[src/hdl/cpu_bus_cfg.svh]
// constants for the processor bus sequencer
// assumes inclusion by bare name from hdl/ sources
`ifndef CPU_BUS_CFG_SVH
`define CPU_BUS_CFG_SVH
`define ADDR_W 16
`define DATA_W 8
`define FIFO_DEPTH 8
`define FIFO_PTR_W 3
`define RESET_PC 16'h0000
`define RESET_MIN_CYCLES 3
`define IO_PORT_W 8
// status word bit positions
`define ST_INTA 0
`define ST_WO_N 1
`define ST_STACK 2
`define ST_HLTA 3
`define ST_OUT 4
`define ST_M1 5
`define ST_INP 6
`define ST_MEMR 7
`define ST_NONE 8'h00
`endif

[src/hdl/cpu_bus_pkg.sv]
// types shared by the bus sequencer and its helpers
// assumes a synthesis flow that compiles packages first
package cpu_bus_pkg;
	// machine cycle kinds
	typedef enum logic [2:0] {
		cyc_fetch = 3'b000,
		cyc_mem_read = 3'b001,
		cyc_mem_write = 3'b010,
		cyc_io_in = 3'b011,
		cyc_io_out = 3'b100,
		cyc_irq_ack = 3'b101,
		cyc_halt_ack = 3'b110
	} cycle_type;
	// bus sequencer states
	typedef enum logic [2:0] {
		st_first = 3'b000,
		st_two = 3'b001,
		st_stall = 3'b010,
		st_third = 3'b011,
		st_released = 3'b100,
		st_halted = 3'b101,
		st_idle = 3'b110
	} bus_state_type;
endpackage : cpu_bus_pkg

[src/hdl/cpu_bus_fifo.sv]
// small synchronous fifo with valid/ready on both sides
// assumes one clock and an active-low asynchronous reset
`timescale 1ns/1ns
`default_nettype none
module cpu_bus_fifo #(
	parameter int width = 8,
	parameter int depth = 8,
	parameter int ptr_w = 3
) (
	input wire logic clock,
	input wire logic rst_b,
	input wire logic in_valid,
	output logic in_ready,
	input wire logic [width-1:0] in_data,
	output logic out_valid,
	input wire logic out_ready,
	output logic [width-1:0] out_data
);
	logic [width-1:0] mem [depth]; // storage words
	logic [ptr_w-1:0] wr_ptr; // write index
	logic [ptr_w-1:0] rd_ptr; // read index
	logic [ptr_w:0] count; // occupancy
	logic push; // accepted write
	logic pop; // accepted read

	assign in_ready = (count != ptr_w'(0) + (ptr_w+1)'(depth)) ;
	assign out_valid = (count != '0);
	assign push = in_valid && in_ready;
	assign pop = out_valid && out_ready;
	assign out_data = mem[rd_ptr];

	// storage written without reset, contents only read when valid
	always_ff @(posedge clock)
	begin
		if (push)
			mem[wr_ptr] <= in_data;
	end

	// pointers and occupancy
	always_ff @(posedge clock or negedge rst_b)
	begin
		if (!rst_b)
		begin
			wr_ptr <= '0;
			rd_ptr <= '0;
			count <= '0;
		end
		else
		begin
			if (push)
				wr_ptr <= wr_ptr + 1'b1;
			if (pop)
				rd_ptr <= rd_ptr + 1'b1;
			count <= count + (ptr_w+1)'(push) - (ptr_w+1)'(pop);
		end
	end
endmodule : cpu_bus_fifo
`default_nettype wire

[src/hdl/cpu_bus_irq.sv]
// interrupt enable flip-flop and request recognition
// assumes the sequencer flags instruction ends and fetch cycle starts
`timescale 1ns/1ns
`default_nettype none
module cpu_bus_irq (
	input wire logic clock,
	input wire logic rst_b,
	input wire logic enable_irq_instruction,
	input wire logic disable_irq_instruction,
	input wire logic irq_line,
	input wire logic instr_end,
	input wire logic halted,
	input wire logic released,
	input wire logic fetch_start,
	output logic irq_enable_state,
	output logic irq_taken
);
	logic pending; // accepted request awaiting its fetch cycle

	// request seen only when enabled and bus not released
	assign irq_taken = irq_line && irq_enable_state && !released
		&& (instr_end || halted);

	// enable flip-flop; reset clears it
	always_ff @(posedge clock or negedge rst_b)
	begin
		if (!rst_b)
			irq_enable_state <= 1'b0;
		else if (pending && fetch_start)
			irq_enable_state <= 1'b0;
		else if (disable_irq_instruction)
			irq_enable_state <= 1'b0;
		else if (enable_irq_instruction)
			irq_enable_state <= 1'b1;
	end

	// remember acceptance until the acknowledge fetch begins
	always_ff @(posedge clock or negedge rst_b)
	begin
		if (!rst_b)
			pending <= 1'b0;
		else if (irq_taken)
			pending <= 1'b1;
		else if (fetch_start)
			pending <= 1'b0;
	end
endmodule : cpu_bus_irq
`default_nettype wire

[src/hdl/cpu_bus_control.sv]
// bus and control sequencer of an 8-bit processor, pin side
// assumes cycle requests arrive through the fifo from the core
//
// Summary of operation
// - drive 16-bit three-state address bus
// - status word on data bus first_state
// - cycle start strobe each machine cycle
// - bus_input_phase high while data bus inputs
// - stall while ready low after address
// - stall indicator high during stall states
// - active-low store strobe, data held stable
// - release buses during third_state of reads, after writes end
// - release request seen halted or ready
// - released state floats buses, acknowledge high
// - acknowledge at third_state reads, later writes
// - acknowledge first, buses float next phase
// - enable flip-flop set, cleared by instructions
// - enable cleared at accepted interrupt fetch
// - irq sampled at instruction end or halted
// - irq ignored when released or disabled
// - reset clears pc, enable and acknowledge
// - reset leaves programmer registers untouched
`timescale 1ns/1ns
`default_nettype none
`include "cpu_bus_cfg.svh"
module cpu_bus_control (
	input wire logic clock,
	input wire logic rst_b,
	input wire logic phase_one_clock,
	input wire logic phase_two_clock,
	input wire logic req_valid,
	output logic req_ready,
	input wire logic [2:0] req_kind,
	input wire logic [15:0] req_addr,
	input wire logic [7:0] req_wdata,
	input wire logic req_last,
	output logic [7:0] rsp_data,
	output logic rsp_valid,
	input wire logic enable_irq_instruction,
	input wire logic disable_irq_instruction,
	input wire logic halt_request,
	output logic [15:0] addr_out,
	output logic addr_oe_b,
	input wire logic [7:0] data_in,
	output logic [7:0] data_out,
	output logic data_oe_b,
	output logic cycle_start_strobe,
	output logic bus_input_phase,
	output logic stall_indicator,
	output logic store_strobe_n,
	input wire logic ready,
	input wire logic bus_release_request,
	output logic bus_release_ack,
	input wire logic irq_line,
	output logic irq_enable_state,
	output logic irq_taken,
	output logic [15:0] program_counter
);
	import cpu_bus_pkg::*;

	// 3 kind + 1 last + 16 addr + 8 data
	localparam int fifo_w = 3 + 1 + `ADDR_W + `DATA_W;

	// sequencer and cycle context
	bus_state_type state; // sequencer state
	bus_state_type next_state; // combinational successor
	cycle_type kind; // current cycle kind
	logic last; // current cycle ends an instruction
	logic [7:0] wdata; // held write data
	logic hold_seen; // release request latched at ready point
	logic [1:0] release_delay; // acknowledge to float spacing
	// phase edge detection
	logic p1_prev; // phase one edge detect
	logic p2_prev; // phase two edge detect
	logic p1_rise; // phase one rising
	logic p2_rise; // phase two rising
	// request queue head
	logic q_valid; // fifo head present
	logic q_ready; // fifo head taken
	logic [fifo_w-1:0] q_data; // fifo head word
	logic [fifo_w-1:0] in_word; // packed request
	logic instr_end; // instruction completes this cycle
	logic fetch_start; // fetch cycle starts now
	logic is_write; // cycle drives data

	// status word for a cycle kind
	function automatic logic [7:0] status_of(input cycle_type k);
		logic [7:0] s;
		// bits start clear; write-out bit is active low
		s = `ST_NONE;
		s[`ST_WO_N] = 1'b1;
		unique case (k)
			cyc_fetch: begin s[`ST_M1] = 1'b1; s[`ST_MEMR] = 1'b1; end
			cyc_mem_read: s[`ST_MEMR] = 1'b1;
			cyc_mem_write: s[`ST_WO_N] = 1'b0;
			cyc_io_in: s[`ST_INP] = 1'b1;
			cyc_io_out: begin s[`ST_OUT] = 1'b1; s[`ST_WO_N] = 1'b0; end
			cyc_irq_ack: begin s[`ST_INTA] = 1'b1; s[`ST_M1] = 1'b1; end
			cyc_halt_ack: begin s[`ST_HLTA] = 1'b1; s[`ST_MEMR] = 1'b1; end
			// code 3'b111 names no cycle, so no status
			default: s = `ST_NONE;
		endcase
		return s;
	endfunction : status_of

	// true for cycles that drive data out
	function automatic logic writes(input cycle_type k);
		return (k == cyc_mem_write) || (k == cyc_io_out);
	endfunction : writes

	assign in_word = {req_kind, req_last, req_addr, req_wdata};
	assign p1_rise = phase_one_clock && !p1_prev;
	assign p2_rise = phase_two_clock && !p2_prev;
	assign is_write = writes(kind);

	// request queue; a full queue stalls the core via req_ready
	cpu_bus_fifo #(.width(fifo_w), .depth(`FIFO_DEPTH), .ptr_w(`FIFO_PTR_W)) u_fifo (
		.clock(clock),
		.rst_b(rst_b),
		.in_valid(req_valid),
		.in_ready(req_ready),
		.in_data(in_word),
		.out_valid(q_valid),
		.out_ready(q_ready),
		.out_data(q_data)
	);

	// head consumed when a new cycle begins
	// a latched release blocks the next cycle start
	assign q_ready = (state == st_idle) && p1_rise && !hold_seen;
	assign fetch_start = q_ready && q_valid
		&& (cycle_type'(q_data[fifo_w-1 -: 3]) == cyc_fetch
		|| cycle_type'(q_data[fifo_w-1 -: 3]) == cyc_irq_ack);
	assign instr_end = (state == st_third) && p1_rise && last;

	// interrupt enable and acceptance
	// halted and released decoded here for the irq block
	cpu_bus_irq u_irq (
		.clock(clock),
		.rst_b(rst_b),
		.enable_irq_instruction(enable_irq_instruction),
		.disable_irq_instruction(disable_irq_instruction),
		.irq_line(irq_line),
		.instr_end(instr_end),
		.halted(state == st_halted),
		.released(state == st_released),
		.fetch_start(fetch_start),
		.irq_enable_state(irq_enable_state),
		.irq_taken(irq_taken)
	);

	// phase edge history, phases sampled as synchronous inputs
	// previous levels feed the rising-edge detectors
	always_ff @(posedge clock or negedge rst_b)
	begin
		if (!rst_b)
		begin
			p1_prev <= 1'b0;
			p2_prev <= 1'b0;
		end
		else
		begin
			p1_prev <= phase_one_clock;
			p2_prev <= phase_two_clock;
		end
	end

	// next state; each step advances on a phase one rising edge, except the interrupt wake from halted
	always_comb
	begin
		next_state = state;
		unique case (state)
			// idle: start a queued cycle, or hand the buses over
			st_idle:
				if (p1_rise && !hold_seen && q_valid)
					next_state = st_first;
				else if (p1_rise && hold_seen)
					next_state = st_released;
			// first_state: status word on the bus for one step
			st_first:
				if (p1_rise)
					next_state = st_two;
			// ready sampled once per step; low keeps us stalled
			st_two, st_stall:
				if (p1_rise)
					next_state = ready ? st_third : st_stall;
			// third_state: data moved; a halt cycle parks afterwards
			st_third:
				if (p1_rise)
					next_state = (kind == cyc_halt_ack) ? st_halted : st_idle;
			// halted: only a release or an interrupt wakes it
			st_halted:
				if (p1_rise && bus_release_request)
					next_state = st_released;
				else if (irq_taken)
					next_state = st_idle;
			// released: wait for the request to drop
			st_released:
				if (p1_rise && !bus_release_request)
					next_state = st_idle;
			// unused code recovers to idle
			default: next_state = st_idle;
		endcase
	end

	// state register
	// reset parks the sequencer idle, fetch starts at zero
	always_ff @(posedge clock or negedge rst_b)
	begin
		if (!rst_b)
			state <= st_idle;
		else
			state <= next_state;
	end

	// latch release request at the ready point only; halted goes straight to released
	always_ff @(posedge clock or negedge rst_b)
	begin
		if (!rst_b)
			hold_seen <= 1'b0;
		// ready point: take the request as it stands
		else if ((state == st_two || state == st_stall) && p1_rise && ready)
			hold_seen <= bus_release_request;
		// request consumed once the buses are released
		else if (state == st_released)
			hold_seen <= 1'b0;
	end

	// cycle context taken from the fifo head
	always_ff @(posedge clock or negedge rst_b)
	begin
		if (!rst_b)
		begin
			kind <= cyc_fetch;
			last <= 1'b0;
			wdata <= `ST_NONE;
			addr_out <= `RESET_PC;
			// pc cleared along with the cycle context; working registers sit in the core
			program_counter <= `RESET_PC;
		end
		else if (q_ready && q_valid)
		begin
			// new cycle: latch kind, address and write data
			kind <= cycle_type'(q_data[fifo_w-1 -: 3]);
			last <= q_data[`ADDR_W + `DATA_W];
			addr_out <= q_data[`DATA_W +: `ADDR_W];
			wdata <= q_data[`DATA_W-1:0];
			// a fetch moves the pc past the opcode
			if (cycle_type'(q_data[fifo_w-1 -: 3]) == cyc_fetch)
				program_counter <= q_data[`DATA_W +: `ADDR_W] + 16'h0001;
		end
	end

	// pin strobes and data path; programmer registers live elsewhere
	always_ff @(posedge clock or negedge rst_b)
	begin
		if (!rst_b)
		begin
			// reset: strobes idle, data bus floated
			cycle_start_strobe <= 1'b0;
			bus_input_phase <= 1'b0;
			stall_indicator <= 1'b0;
			store_strobe_n <= 1'b1;
			data_out <= `ST_NONE;
			data_oe_b <= 1'b1;
			rsp_data <= `ST_NONE;
			rsp_valid <= 1'b0;
		end
		else
		begin
			// strobes come from next_state so they line up with the state
			cycle_start_strobe <= (next_state == st_first);
			bus_input_phase <= !is_write && (next_state == st_two
				|| next_state == st_stall || next_state == st_third);
			// stall flag mirrors the stall state
			stall_indicator <= (next_state == st_stall);
			// low only in third_state so data has settled and is held
			store_strobe_n <= !(is_write && next_state == st_third);
			// status word owns the bus for first_state
			if (next_state == st_first)
			begin
				data_out <= status_of(cycle_type'(q_data[fifo_w-1 -: 3]));
				data_oe_b <= 1'b0;
			end
			// writes keep data driven from state_two to the end
			else if (is_write && next_state != st_idle && next_state != st_released)
			begin
				data_out <= wdata;
				data_oe_b <= 1'b0;
			end
			// reads and idle leave the bus to the responders
			else
				data_oe_b <= 1'b1;
			// read data taken as third_state closes
			rsp_valid <= !is_write && state == st_third && p1_rise;
			if (!is_write && state == st_third && p1_rise)
				rsp_data <= data_in;
		end
	end

	// acknowledge rises on phase one, float follows on phase two
	always_ff @(posedge clock or negedge rst_b)
	begin
		if (!rst_b)
		begin
			// reset floats the address bus
			bus_release_ack <= 1'b0;
			release_delay <= 2'b00;
			addr_oe_b <= 1'b1;
		end
		else
		begin
			// reads acknowledge at third_state, writes one period later
			// read grant uses the live request at the ready point,
			// since hold_seen only lands on that same edge
			if (p1_rise && !is_write && (state == st_two || state == st_stall)
				&& ready && bus_release_request)
				bus_release_ack <= 1'b1;
			// write grant waits until the strobe period is over
			else if (hold_seen && p1_rise && state == st_third && is_write)
				bus_release_ack <= 1'b1;
			// halted: no cycle in flight, grant at once
			else if (state == st_halted && p1_rise && bus_release_request)
				bus_release_ack <= 1'b1;
			// request gone: take the buses back
			else if (state == st_released && p1_rise && !bus_release_request)
				bus_release_ack <= 1'b0;
			// count phase two edges seen under acknowledge
			if (!bus_release_ack)
				release_delay <= 2'b00;
			else if (p2_rise && release_delay != 2'b11)
				release_delay <= release_delay + 2'b01;
			// address floats after the phase two edge following ack
			addr_oe_b <= (bus_release_ack && release_delay != 2'b00)
				|| (state == st_idle && !bus_release_ack && hold_seen);
		end
	end
endmodule : cpu_bus_control
`default_nettype wire

[config.mk]
export PLATFORM = sky130hd
export DESIGN_NAME = cpu_bus_control
export DESIGN_NICKNAME = d
export VERILOG_FILES = /design/src/hdl/cpu_bus_pkg.sv /design/src/hdl/cpu_bus_fifo.sv /design/src/hdl/cpu_bus_irq.sv /design/src/hdl/cpu_bus_control.sv
export VERILOG_INCLUDE_DIRS = /design/src /design/src/hdl
export SDC_FILE = /design/constraint.sdc
export NUM_CORES = 1
export LEC_CHECK = 0
export ABC_AREA = 1
export BUFFER_PORTS_ARGS = -buffer_cell sky130_fd_sc_hd__buf_2
export CORE_MARGIN = 2
export CORE_UTILIZATION = 58
export CTS_BUF_LIST = sky130_fd_sc_hd__clkbuf_2
export DETAILED_ROUTE_END_ITERATION = 10
export GPL_TIMING_DRIVEN = 0
export PLACE_DENSITY_LB_ADDON = 0.15
export SYNTH_ARGS = -nofsm -noshare
export SYNTH_HDL_FRONTEND = slang
export SYNTH_SLANG_ARGS = --single-unit
[constraint.sdc]
create_clock -name clock -period 5.6 [get_ports clock]
set_input_delay 0.84 -clock clock [delete_from_list [all_inputs] [get_ports clock]]
set_output_delay 0.84 -clock clock [all_outputs]
set_load 0.01 [all_outputs]
-- Word-level counts from Yosys, hierarchy flattened
Memory sizes are Yosys's and may differ from the RTL's.
Cells that the tools add are included.
- memories: 1
- output and inout port bits: 59
- bits in registers: 88
- logic and storage cells: 161
- input port bits: 47
- bits in writable memories: 224
- $add $sub $neg: 6
- eq/ne operators: 22
- reduce and logical (&&, ||, !) cells: 70
- mux-type cells: 37
- memories (memory ; words ; width ; read ports ; clocked after Yosys merged registers in ; write ports ; line ; text):
    u_fifo.mem ; 8 ; 28 ; 1 ; 0 ; 1 ; cpu_bus_fifo.sv:19 ; logic [width-1:0] mem [depth];
- operators by type and width (kind ; number):
    $logic_and A1 B1 Y1 ; 40
    $eq A3 B3 Y1 const B ; 8
    $mux W3 ; 8
    $mux W1 ; 23
    $eq A3 B2 Y1 const B ; 6
    $pmux W3 S6 ; 1
    $add A16 B1 Y16 const B ; 1
    $mux W8 ; 2
    $eq A3 B1 Y1 const B ; 3
    $logic_not A3 Y1 ; 3
    $logic_not A1 Y1 ; 8
    $reduce_bool A2 Y1 ; 4
    $reduce_bool A4 Y1 ; 2
    $logic_or A1 B1 Y1 ; 7
    $add A3 B1 Y3 const B ; 2
    $mux W2 ; 3
    $ne A3 B3 Y1 const B ; 2
    $reduce_or A5 Y1 ; 1
    $add A4 B1 Y4 ; 1
    $ne A4 B4 Y1 const B ; 1
    $reduce_or A2 Y1 ; 2
    $sub A4 B1 Y4 ; 1
    $reduce_bool A3 Y1 ; 1
    $reduce_or A3 Y1 ; 1
    other kinds (4) ; 4

-- Logic depth before layout (Yosys ltp)
Gate-level depths: netlist (run 1).
- depth in word-level cells: 14
- depth in mapped cells: 16
- depth with buffers taken out: 15

-- Modules after synthesis
A second synthesis (run 1) with hierarchy kept.
- cells, all modules: 1496
- area total of the unflattened synthesis: 14104.8 um^2
- modules (own cells, without submodules) (module ; times used ; area an instance (um^2) ; cells each):
    cpu_bus_fifo ; 1 ; 10359.9 ; 1034
    cpu_bus_control ; 1 ; 3638.5 ; 445
    cpu_bus_irq ; 1 ; 106.4 ; 17

-- Least setup slack after synthesis (run 1)
No wires, ideal clock.
- path kind: input to register
- start: in req_valid
- end: mem u_fifo.mem[0][0] in the netlist's numbering (enable)
- setup time: 413 ps
- arrival time: 2424 ps
- slack: 2763 ps
- required time: 5187 ps
- stages on the path: 3
- path through: nand2_1 -> or2_2 -> nor2_1
- word-level cells in the longest chain between the ends: 3
- RTL lines (what ; line ; text):
    start, declared ; cpu_bus_control.sv:31 ; input wire logic req_valid,
    $logic_and A1 B1 Y1 ; cpu_bus_fifo.sv:28 ; assign push = in_valid && in_ready;
    $mux W1 ; cpu_bus_fifo.sv:35 ; if (push)
    $mux W1 (implied by the code) ; cpu_bus_fifo.sv:36 ; mem[wr_ptr] <= in_data;
    end, declared ; cpu_bus_fifo.sv:19 ;
Every way passes these cells.

-- Final worst setup path (run 1)
- start: reg state[1]
- end: out irq_taken
- word-level cells in the longest chain between the ends: 5
- elaborated cells on any way between the ends: 9
- classes of those cells: eq/ne (3); reduce/logical (6)
- RTL lines (what ; line ; text):
    start, declared ; cpu_bus_control.sv:65 ; bus_state_type state;
    start signal, assigned ; cpu_bus_control.sv:211 ; state <= st_idle;
    start signal, assigned ; cpu_bus_control.sv:213 ; state <= next_state;
    $eq A3 B2 Y1 ; cpu_bus_control.sv:134 ; assign instr_end = (state == st_third) && p1_rise && last;
    $logic_and A1 B1 Y1 (2 in series) ; cpu_bus_control.sv:134 ;
    $logic_or A1 B1 Y1 ; cpu_bus_irq.sv:22 ; && (instr_end || halted);
    $logic_and A1 B1 Y1 (*) ; cpu_bus_irq.sv:22 ;
    end, declared ; cpu_bus_control.sv:56 ; output logic irq_taken,
Every way passes the cells marked *; elsewhere a longest branch is shown, timed or not.

==> results.md, run 1 <==
* Slew HR at 49.3%
* Pwr Total at 7980 uW
* Post-synth ARST share at 28.2%
* Area contributors post-synth: edfxtp_1 (49%), dfrtp_1 (15%), nand2_1 (12%)
* Crit Path Max Fanout at 7
* Final hold vios at 0
* XOR/XNOR Fraction of Synth Area at 0.386%
* Synth area leader: edfxtp_1
* Worst Path Required at 4760 ps
* Starting density of the core at 58.5%
* Clk buf depth at 3
* Drt total wl at ~32,000 um
* Syn_area_per_cell at 10.1 um2
* Root Buffer: clkbuf_2
* Min-delay src: phase_two_clock
* Post-synth cell types at 36
* Die area at 24,700 um2
* Final Non-Filler Cells at 1,911
* CTS tree: built
* Inserted Clock Buffers at around 80
* FMAX at 312 MHz
* Path depth of the worst reg2reg path at 12
* Post-synth top cells: nand2_1 (421), edfxtp_1 (224), inv_1 (141)
* Postcts setup bufs at 0
* YS warnings at 0
* Reg-to-reg startpoint: u_fifo.count[2]$_DFF_PN0_
* DRT antenna net count at 0
* Top_reg_cell synth: edfxtp_1
* Worst Hold Class: in2reg
* Initial DRC count at 993
* Drt first pass iters at 6
* Worst hold endpoint: p2_prev$_DFF_PN0_
* CP Class: reg2out
* Die span in y at 157 um
* Sequential element share of the synthesized area at 65.6%
* Vias in the first global route at 9,659
* Largest net degree at the start of global routing at 49
* Clk slew on worst S/H paths at 100 ps
* Leakage at around 0.0070 uW
* Status: finished, final reports clean
* Min cycle time layout at around 3200 ps
* P&R area growth vs syn at 13.7%
* Register bit total from synthesis at 312
* R2r endpoint: u_fifo.count[2]$_DFF_PN0_
* Least-Margin Pin Slew at 760 ps
* Post-route DRC at 0
* Synth Net Count at ~1,400
* Register-to-register setup slack at 2650 ps
* Placeable Area at roughly 23,000 um2
* Worst hold slack at between 100 and 150 ps
* Vias per inst at 5.27
* First-pass GRT wire length at 49,400 um
* CTS H-tree depth at 3
* Clock latency on the worst-skew pair at between 800 and 900 ps
* Crit. End Element: output pin
* Post-synth EDFFs at 224
* Max Slew Vio Count at 0
* Synth Area in Compound Gates at 5.49%
* Mux share of post-synthesis cell area at 0%
* Gpl congestion at 0.876
* GRT overflow at 0
* Count of final setup violators at 0
* Final Util at 66.6%
* Hold depth at 1
* Cell row count at 56
* Initial antenna violation count at 4
* Most frequent cell after synthesis: nand2_1
* Top-area cell type share of the netlist area at 49.4%
* Maximum VDD drop at roughly 0.21 mV
* Fill count at 1,818
* Max-cap violation count at 0
* Vias at just over 10,000
* TNS Setup at 0 ps
* CP arrival at 2370 ps
* Io pins at 106
* Period utilization at ~57%
* Clk_skew at 51.4 ps
* Post-synthesis adder-cell area fraction at 1.16%
* Crit start category: register
* CTS Sinks at 312
* WL/cell at 16.7 um
* Cell Area, Synth at around 14,000 um2
* Nets at around 1,600
* Die width at 157 um
* Power per cell area at between 500 and 600 nW/um2
* Mapped Cells at ~1,300
* Layout cells sized above 1 at 19.9%
* Port buffer count at between 100 and 150
* Simple-Gate Fraction of Synth Area at 20.8%
* GRT Util Overall at between 20% and 30%
* RSZ-0062 raised after global routing: no
* Hpwl dp at roughly 21,000 um
* Placed Cells at ~1,800
* Largest family of logic cells by synthesized area: simple AND/OR/NAND/NOR gates
[per-layer routing]
| layer | wire (um) | part of all wire [%] | global-route usage (%) | vias up |
|---|---|---|---|---|
| li1 | - | - | - | 4879 |
| met1 | 13800 | 43 | 36.4 | 4648 |
| met2 | 14600 | 46 | 40.7 | 492 |
| met3 | 2870 | 9.0 | 5.81 | 55 |
| met4 | 643 | 2.0 | 12.2 | 0 |
| met5 | 0 | 0 | 0 | - |
[flip-flops by register name (all words and copies together) (netlist names), 2 cells and up]
register,count
addr_out,16
data_out,8
kind,3
program_counter,16
release_delay,2
rsp_data,8
state,3
u_fifo.count,4
u_fifo.mem,224
u_fifo.rd_ptr,3
u_fifo.wr_ptr,3
wdata,8
[power by group]
part / leakage [uW] / internal, uW / total (uW) / switching [uW]
Clock: 0.000496 / 541 / 1440 / 902
Combinational: 0.00339 / 1080 / 3380 / 2310
Sequential: 0.00315 / 2970 / 3160 / 187
Total: 0.00704 / 4590 / 7980 / 3390
[final cells by class]
type / instances / area [um2] / share of cell area (%)
inverters: 146 / 548 / 3.54
flip-flops and latches: 312 / 8930 / 57.7
diodes: 2 / 5.00 / 0.0323
multi-input cells: 832 / 3850 / 24.8
well taps: 319 / 399 / 2.58
repair buffers: 114 / 751 / 4.85
plain buffers: 55 / 348 / 2.25
clock inverters: 30 / 151 / 0.977
clock buffers: 101 / 505 / 3.26
[stage by stage]
stage	setup WS, ps	cell area [um2]
2_1_floorplan	2760	13600
3_3_place_gp	1330	14500
3_5_place_dp	2180	14800
4_1_cts	2320	15500
5_1_grt	2220	15500
6_report	2390	15500
[critical path, stage by stage, from the launching register on]
cell and delay, ps:
dfstp_2 600, nand2_1 140, inv_1 80, nand2_1 60, nor2_1 200, nand2_1 80, a21oi_1 180, buf_2 160
[cells by family (layout without fill, tap and decap cells)]
kind of cell	count (synthesis)	after routing
compound gates	128	128
xor+xnor	6	6
fa+ha+maj	12	12
buf+inv	201	446
flops	312	312
other cells	0	2
simple gates	686	686
[worst max path at each step]
stage                                   from                          to  slack [ps]
after detailed placement     phase_one_clock   u_fifo.count[2]$_DFF_PN0_        2180
after global placement             req_valid  u_fifo.mem[0][2]$_DFFE_PP_        1330
final                     state[1]$_DFF_PN1_                   irq_taken        2390
after CTS                 state[1]$_DFF_PN1_                   irq_taken        2320
after global routing      state[1]$_DFF_PN1_                   irq_taken        2220
after floorplan                    req_valid  u_fifo.mem[0][0]$_DFFE_PP_        2760
[layout by cell type, fill, tap and decap left out, drive strengths merged]
cell / synthesis / final
edfxtp: 224 / 224
or2: 2 / 2
nand2: 428 / 428
o22ai: 3 / 3
o21ai: 91 / 91
o21bai: 1 / 1
xnor2: 3 / 3
nor2: 137 / 137
bufinv: 0 / 1
dfstp: 5 / 5
nand4: 3 / 3
a31oi: 5 / 5
clkinvlp: 0 / 2
xor2: 3 / 3
a31o: 1 / 1
inv: 145 / 149
buf: 41 / 154
diode: 0 / 2
dfrtp: 83 / 83
clkinv: 1 / 24
clkbuf: 14 / 115
nor3: 4 / 4
o2111ai: 1 / 1
nand3: 112 / 112
ha: 11 / 11
fa: 1 / 1
o221ai: 17 / 17
dlygate4sd3: 0 / 1
o211ai: 2 / 2
a21oi: 7 / 7
[what timing repair did]
action                                 in CTS  in global routing
hold buffers                                1                  0
gates resized for setup                     0                  0
endpoints found under the hold margin      45                  0
(Power assumes the default switching activity.)
==> run 2, diff against run 1 <==
--- a/config.mk
+++ b/config.mk
@@ -9,7 +9,7 @@
 export ABC_AREA = 1
 export BUFFER_PORTS_ARGS = -buffer_cell sky130_fd_sc_hd__buf_2
 export CORE_MARGIN = 2
-export CORE_UTILIZATION = 58
+export CORE_UTILIZATION = 56
 export CTS_BUF_LIST = sky130_fd_sc_hd__clkbuf_2
 export DETAILED_ROUTE_END_ITERATION = 10
 export GPL_TIMING_DRIVEN = 0
==> constraint.sdc (replaced) <==
create_clock -name clock -period 2.8 [get_ports clock]
set_input_delay 0.42 -clock clock [delete_from_list [all_inputs] [get_ports clock]]
set_output_delay 0.42 -clock clock [all_outputs]
set_load 0.01 [all_outputs]
==> results.md, run 2 (synthesis gave the netlist of run 1 again) <==
* Layout cells sized above 1 at 20.1%
* Nets at 1,642
* Biggest regs: u_fifo.mem x224, addr_out x16, program_counter x16
* CTS tree: built
* Root Buffer: clkbuf_2
* WL/cell at 16.5 um
* CP peak stage delay at 570 ps
* Period utilization at 94.0%
* Leakage at 0.00726 uW
* CP Class: reg2out
* Sw Pwr at 6760 uW
* Crit start category: register
* Worst Hold Class: in2reg
* GRT overflow at 0
* Io pins at between 100 and 150
* Crit-path cells: nand2_1 > inv_1 > nand2_1 > nor2_2 > nand2_1 > a21oi_2 > buf_2
* Top reg by flops: u_fifo.mem
* Count of final setup violators at 0
* Min-delay src: irq_line
* Cell row count at 57
* Initial antenna violation count at 1
* Clk slew on worst S/H paths at approximately 90 ps
* CTS H-tree depth at 3
* Final hold vios at 0
* Commonest non-fill, non-tap cell in the layout: nand2_1
* DRT antenna net count at 0
* Least-Margin Pin Slew at 765 ps
* GRT Util Overall at approximately a quarter
* Largest register FFs at 224
* P&R area growth vs syn at 17.3%
* Clock latency on the worst-skew pair at 850 ps
* Pre-CTS setup slack at -212 ps
* FMAX at 380 MHz
* Vias in the first global route at 9,775
* Placeable Area at ~24,000 um2
* Largest net degree at the start of global routing at 50
* Initial DRC count at roughly 1,000
* Commonest cells after routing, fill and taps aside: nand2_1 (421), edfxtp_1 (224), inv_1 (141)
* Worst hold slack at 100 ps
* Final Non-Filler Cells at 1,959
* Seq pwr share at 39.0%
* Starting density of the core at 56.5%
* Vias at 10,300
* CTS Sinks at between 300 and 400
* Clk buf depth at 3
* Die area at 25,600 um2
* Switch share at between 40% and 50%
* Slew HR at 49.0%
* Drt first pass iters at 7
* Die span in y at ~160 um
* Inserted Clock Buffers at 78
* CP arrival at 2210 ps
* TNS Setup at 0 ps
* Power per cell area at 1010 nW/um2
* Clock share of power at 18.5%
* Maximum VDD drop at 0.393 mV
* Hold depth at 4
* First-pass GRT wire length at 51,200 um
* Int Power at 9390 uW
* Vias per inst at 5.25
* Min cycle time layout at 2630 ps
* Crit. End Element: output pin
* Drt total wl at 32,400 um
* Register-to-register setup slack at 290 ps
* Fin worst setup slack at 168 ps
* Placed Cells at 1,782
* R2r endpoint: u_irq.irq_enable_state$_DFFE_PN0P_
* Max-cap violation count at 0
* Post-route DRC at 0
* Worst hold endpoint: u_irq.pending$_DFFE_PN0P_
* Crit Path Max Fanout at 5
* Hpwl dp at approximately 21,000 um
* Fill count at 1,952
* Status: finished, final reports clean
* Pwr Total at approximately 16,000 uW
* Clk_skew at 66.3 ps
* Port buffer count at ~100
* Max Slew Vio Count at 0
* Reg-to-reg startpoint: u_fifo.rd_ptr[2]$_DFFE_PN0P_
* Most used cell, CP: nand2_1
* Gpl congestion at 0.864
* Critical-path top delay cell: dfstp_2
* Path depth of the worst reg2reg path at 10
* Combinational group share of total power at 42.5%
* Worst Path Required at 2380 ps
* Die width at 160 um
run 2: worst max-delay path by stage:
stage	slack [ps]	depth (start not counted)	endpoint	from
6_report	170	7	irq_taken	state[1]$_DFF_PN1_
5_1_grt	-10	7	irq_taken	state[1]$_DFF_PN1_
4_1_cts	30	7	irq_taken	state[1]$_DFF_PN1_
3_5_place_dp	-210	12	u_fifo.count[1]$_DFF_PN0_	phase_one_clock
3_3_place_gp	-1250	6	u_fifo.mem[0][21]$_DFFE_PP_	u_fifo.count[2]$_DFF_PN0_
2_1_floorplan	90	6	u_fifo.mem[0][0]$_DFFE_PP_	u_fifo.count[2]$_DFF_PN0_
run 2: per-layer routing:
layer / share of wire (%) / wire length [um] / vias to the layer above / GRT usage [%]
met1: 43 / 13800 / 4843 / 35.6
met2: 47 / 15100 / 427 / 40.4
met3: 8.6 / 2800 / 67 / 6.18
li1: - / - / 4948 / -
met5: 0 / 0 / - / 0
met4: 2.0 / 637 / 0 / 9.09
run 2: repair_timing:
action                                 CTS  global route
buffers inserted                         0             1
endpoints found under the hold margin  289             0
gates resized for setup                  2             4
hold buffers                            44             0
setup endpoints to repair                3             3
pin swaps                                0             0
run 2: final cells by class:
cell class | count | area [um2] | area share (%)
tap | 324 | 405 | 2.54
antenna | 1 | 2.50 | 0.0157
clock inverter | 18 | 123 | 0.767
buffer | 55 | 352 | 2.20
multi-input combinational | 832 | 3860 | 24.1
inverter | 146 | 548 | 3.43
timing repair buffer | 158 | 1190 | 7.44
sequential | 312 | 8930 | 55.9
clock buffer | 113 | 566 | 3.54
run 2: stage by stage:
step / instance area, um2 / util, %
after CTS: 16000 / 66.2
after global placement: 14500 / 60.3
after global routing: 16000 / 66.3
after floorplan: 13600 / -
after detailed placement: 14800 / 61.5
final: 16000 / 66.3
run 2: power by group through the flow:
stage                     sequential, uW  combinational [uW]  clock, uW
after global placement              6430                6410          0
after CTS                           6310                6810       3070
after detailed placement            6410                6720          0
after floorplan                     6500                4330          0
final                               6310                6860       2990
after global routing                6400                7630       3290
run 2: critical path, delay by kind of cell (launching register included):
kind                   cells  cell delay, ps
DFF                        1             570
and+or+nand+nor            4             450
buffers and inverters      2             230
AOI/OAI and AO/OA          1             150
==> run 3, diff against run 2 <==
--- a/config.mk
+++ b/config.mk
@@ -9,11 +9,11 @@
 export ABC_AREA = 1
 export BUFFER_PORTS_ARGS = -buffer_cell sky130_fd_sc_hd__buf_2
 export CORE_MARGIN = 2
-export CORE_UTILIZATION = 56
-export CTS_BUF_LIST = sky130_fd_sc_hd__clkbuf_2
+export CORE_UTILIZATION = 58
 export DETAILED_ROUTE_END_ITERATION = 10
 export GPL_TIMING_DRIVEN = 0
 export PLACE_DENSITY_LB_ADDON = 0.15
+export SLEW_MARGIN = 15
 export SYNTH_ARGS = -nofsm -noshare
 export SYNTH_HDL_FRONTEND = slang
 export SYNTH_SLANG_ARGS = --single-unit
==> constraint.sdc (replaced) <==
create_clock -name clock -period 3.37 [get_ports clock]
set_input_delay 0.5055 -clock clock [delete_from_list [all_inputs] [get_ports clock]]
set_output_delay 0.5055 -clock clock [all_outputs]
set_load 0.01 [all_outputs]
==> results.md, run 3 (synthesis gave the netlist of run 1 again) <==
* Initial DRC count at between 900 and 1,000
* CTS tree: built
* Register-to-register setup slack at 430 ps
* Setup crit start: u_fifo.count[2]$_DFF_PN0_
* First-pass GRT wire length at 49,300 um
* CTS H-tree depth at 1
* DRT antenna net count at 0
* Reg-to-reg startpoint: u_fifo.count[2]$_DFF_PN0_
* Vias per inst at 5.37
* Pwr Total at 14,300 uW
* R2r endpoint: u_fifo.count[2]$_DFF_PN0_
* Die span in y at 157 um
* Placeable Area at 23,300 um2
* Worst hold endpoint: p2_prev$_DFF_PN0_
* Commonest non-fill, non-tap cell in the layout: nand2_1
* Vias at 9,862
* Root Buffer: clkbuf_16
* RSZ-0062 raised after global routing: no
* Hpwl dp at around 21,000 um
* Drt first pass iters at 5
* Vias in the first global route at 9,174
* Slew HR at a little under half
* P&R area growth vs syn at 16.2%
* Gpl congestion at 0.876
* Nets at ~1,600
* Largest register FFs at 224
* GRT Util Overall at a little over a quarter
* Period utilization at 87.3%
* Maximum VDD drop at 0.427 mV
* Post-route DRC at 0
* Power per cell area at 903 nW/um2
* Path depth of the worst reg2reg path at 12
* Fin area at 15,800 um2
* GRT overflow at 0
* Crit Path Max Fanout at 10
* Clk_skew at 7.82 ps
* Min cycle time layout at 2940 ps
* Least-Margin Pin Slew at 795 ps
* Final Util at 68.0%
* Top reg by flops: u_fifo.mem
* Port buffer count at roughly 100
* Max Slew Vio Count at 0
* Initial antenna violation count at 2
* Leakage at 0.00702 uW
* Io pins at 106
* Worst Path Required at 3810 ps
* Clock latency on the worst-skew pair at 560 ps
* FMAX at 340 MHz
* Clk slew on worst S/H paths at 60 ps
* Layout cells sized above 1 at between 15 and 20%
* Final Non-Filler Cells at 1,835
* Die width at between 150 and 200 um
* Min-delay src: phase_two_clock
* Cell row count at 56
* Commonest cells after routing, fill and taps aside: nand2_1 (421), edfxtp_1 (224), inv_1 (141)
* Inserted Clock Buffers at 31
* CTS Sinks at 312
* Drt total wl at 31,900 um
* Count of final setup violators at 0
* WL/cell at 17.4 um
* CP arrival at 3380 ps
* Largest net degree at the start of global routing at a little under 50
* Placed Cells at 1,777
* TNS Setup at 0 ps
* Clk buf depth at 3
* Max-cap violation count at 0
* Worst Hold Class: in2reg
* Postcts setup bufs at 0
* Starting density of the core at around 59%
* Hold depth at 1
* Status: finished, final reports clean
* Final hold vios at 0
* CP Class: reg2reg
* Biggest regs: u_fifo.mem x224, addr_out x16, program_counter x16
* Crit. End Element: register
* Die area at about 25,000 um2
* Placed inst area at between 10,000 and 15,000 um2
* Crit start category: register
==> run 3: layer usage <==
metal  vias to the layer above  global-route usage, %  wire length (um)
li1                       4723                      -                 -
met1                      4663                   36.8             13900
met2                       412                   41.7             14700
met3                        62                   5.07              2640
met4                         2                   7.92               599
met5                         -                      0                13
==> run 3: worst max path at each step <==
stage | to | slack (ps) | depth (start not counted)
floorplan | u_fifo.mem[0][0]$_DFFE_PP_ | 660 | 6
global placement | u_fifo.mem[0][2]$_DFFE_PP_ | -660 | 6
detailed placement | u_fifo.count[2]$_DFF_PN0_ | 280 | 12
CTS | u_fifo.count[2]$_DFF_PN0_ | 420 | 12
global route | u_fifo.count[2]$_DFF_PN0_ | 220 | 12
finish | u_fifo.count[2]$_DFF_PN0_ | 430 | 12
==> run 3: through the flow <==
step                setup slack, ps  hold WS [ps]
CTS                             416          58.1
global placement               -660           448
finish                          427          72.8
floorplan                       664           210
detailed placement              279           454
global route                    220          59.6
==> run 3: report_power, final <==
part	internal [uW]	total [uW]	switching, uW
logic	1790	5660	3860
registers	4950	5260	311
clock network	1980	3370	1400
total	8720	14300	5570
==> run 3: cell type report <==
cell class	count	area, um2
Antenna cell	1	2.50
Buffer	55	348
Clock buffer	36	795
Clock inverter	20	196
Fill cell	1775	7430
Inverter	146	548
Multi-Input combinational cell	832	3850
Sequential cell	312	8930
Tap cell	319	399
Timing Repair Buffer	114	758
==> run 3: worst max-delay path, stage by stage (launching register included) <==
cell and delay (ps):
dfrtp_1 330, inv_1 70, ha_1 190, nand3_1 90, nand2_1 90, nor3_1 320, clkbuf_1 600, ha_1 350
inv_1 60, ha_1 160, inv_1 60, fa_1 380, xnor2_1 140
==> run 3: what timing repair did <==
action                                 CTS  global route
hold buffers                             1             0
endpoints found under the hold margin   43             0
gates resized for setup                  0             0
setup endpoints to repair                0             0
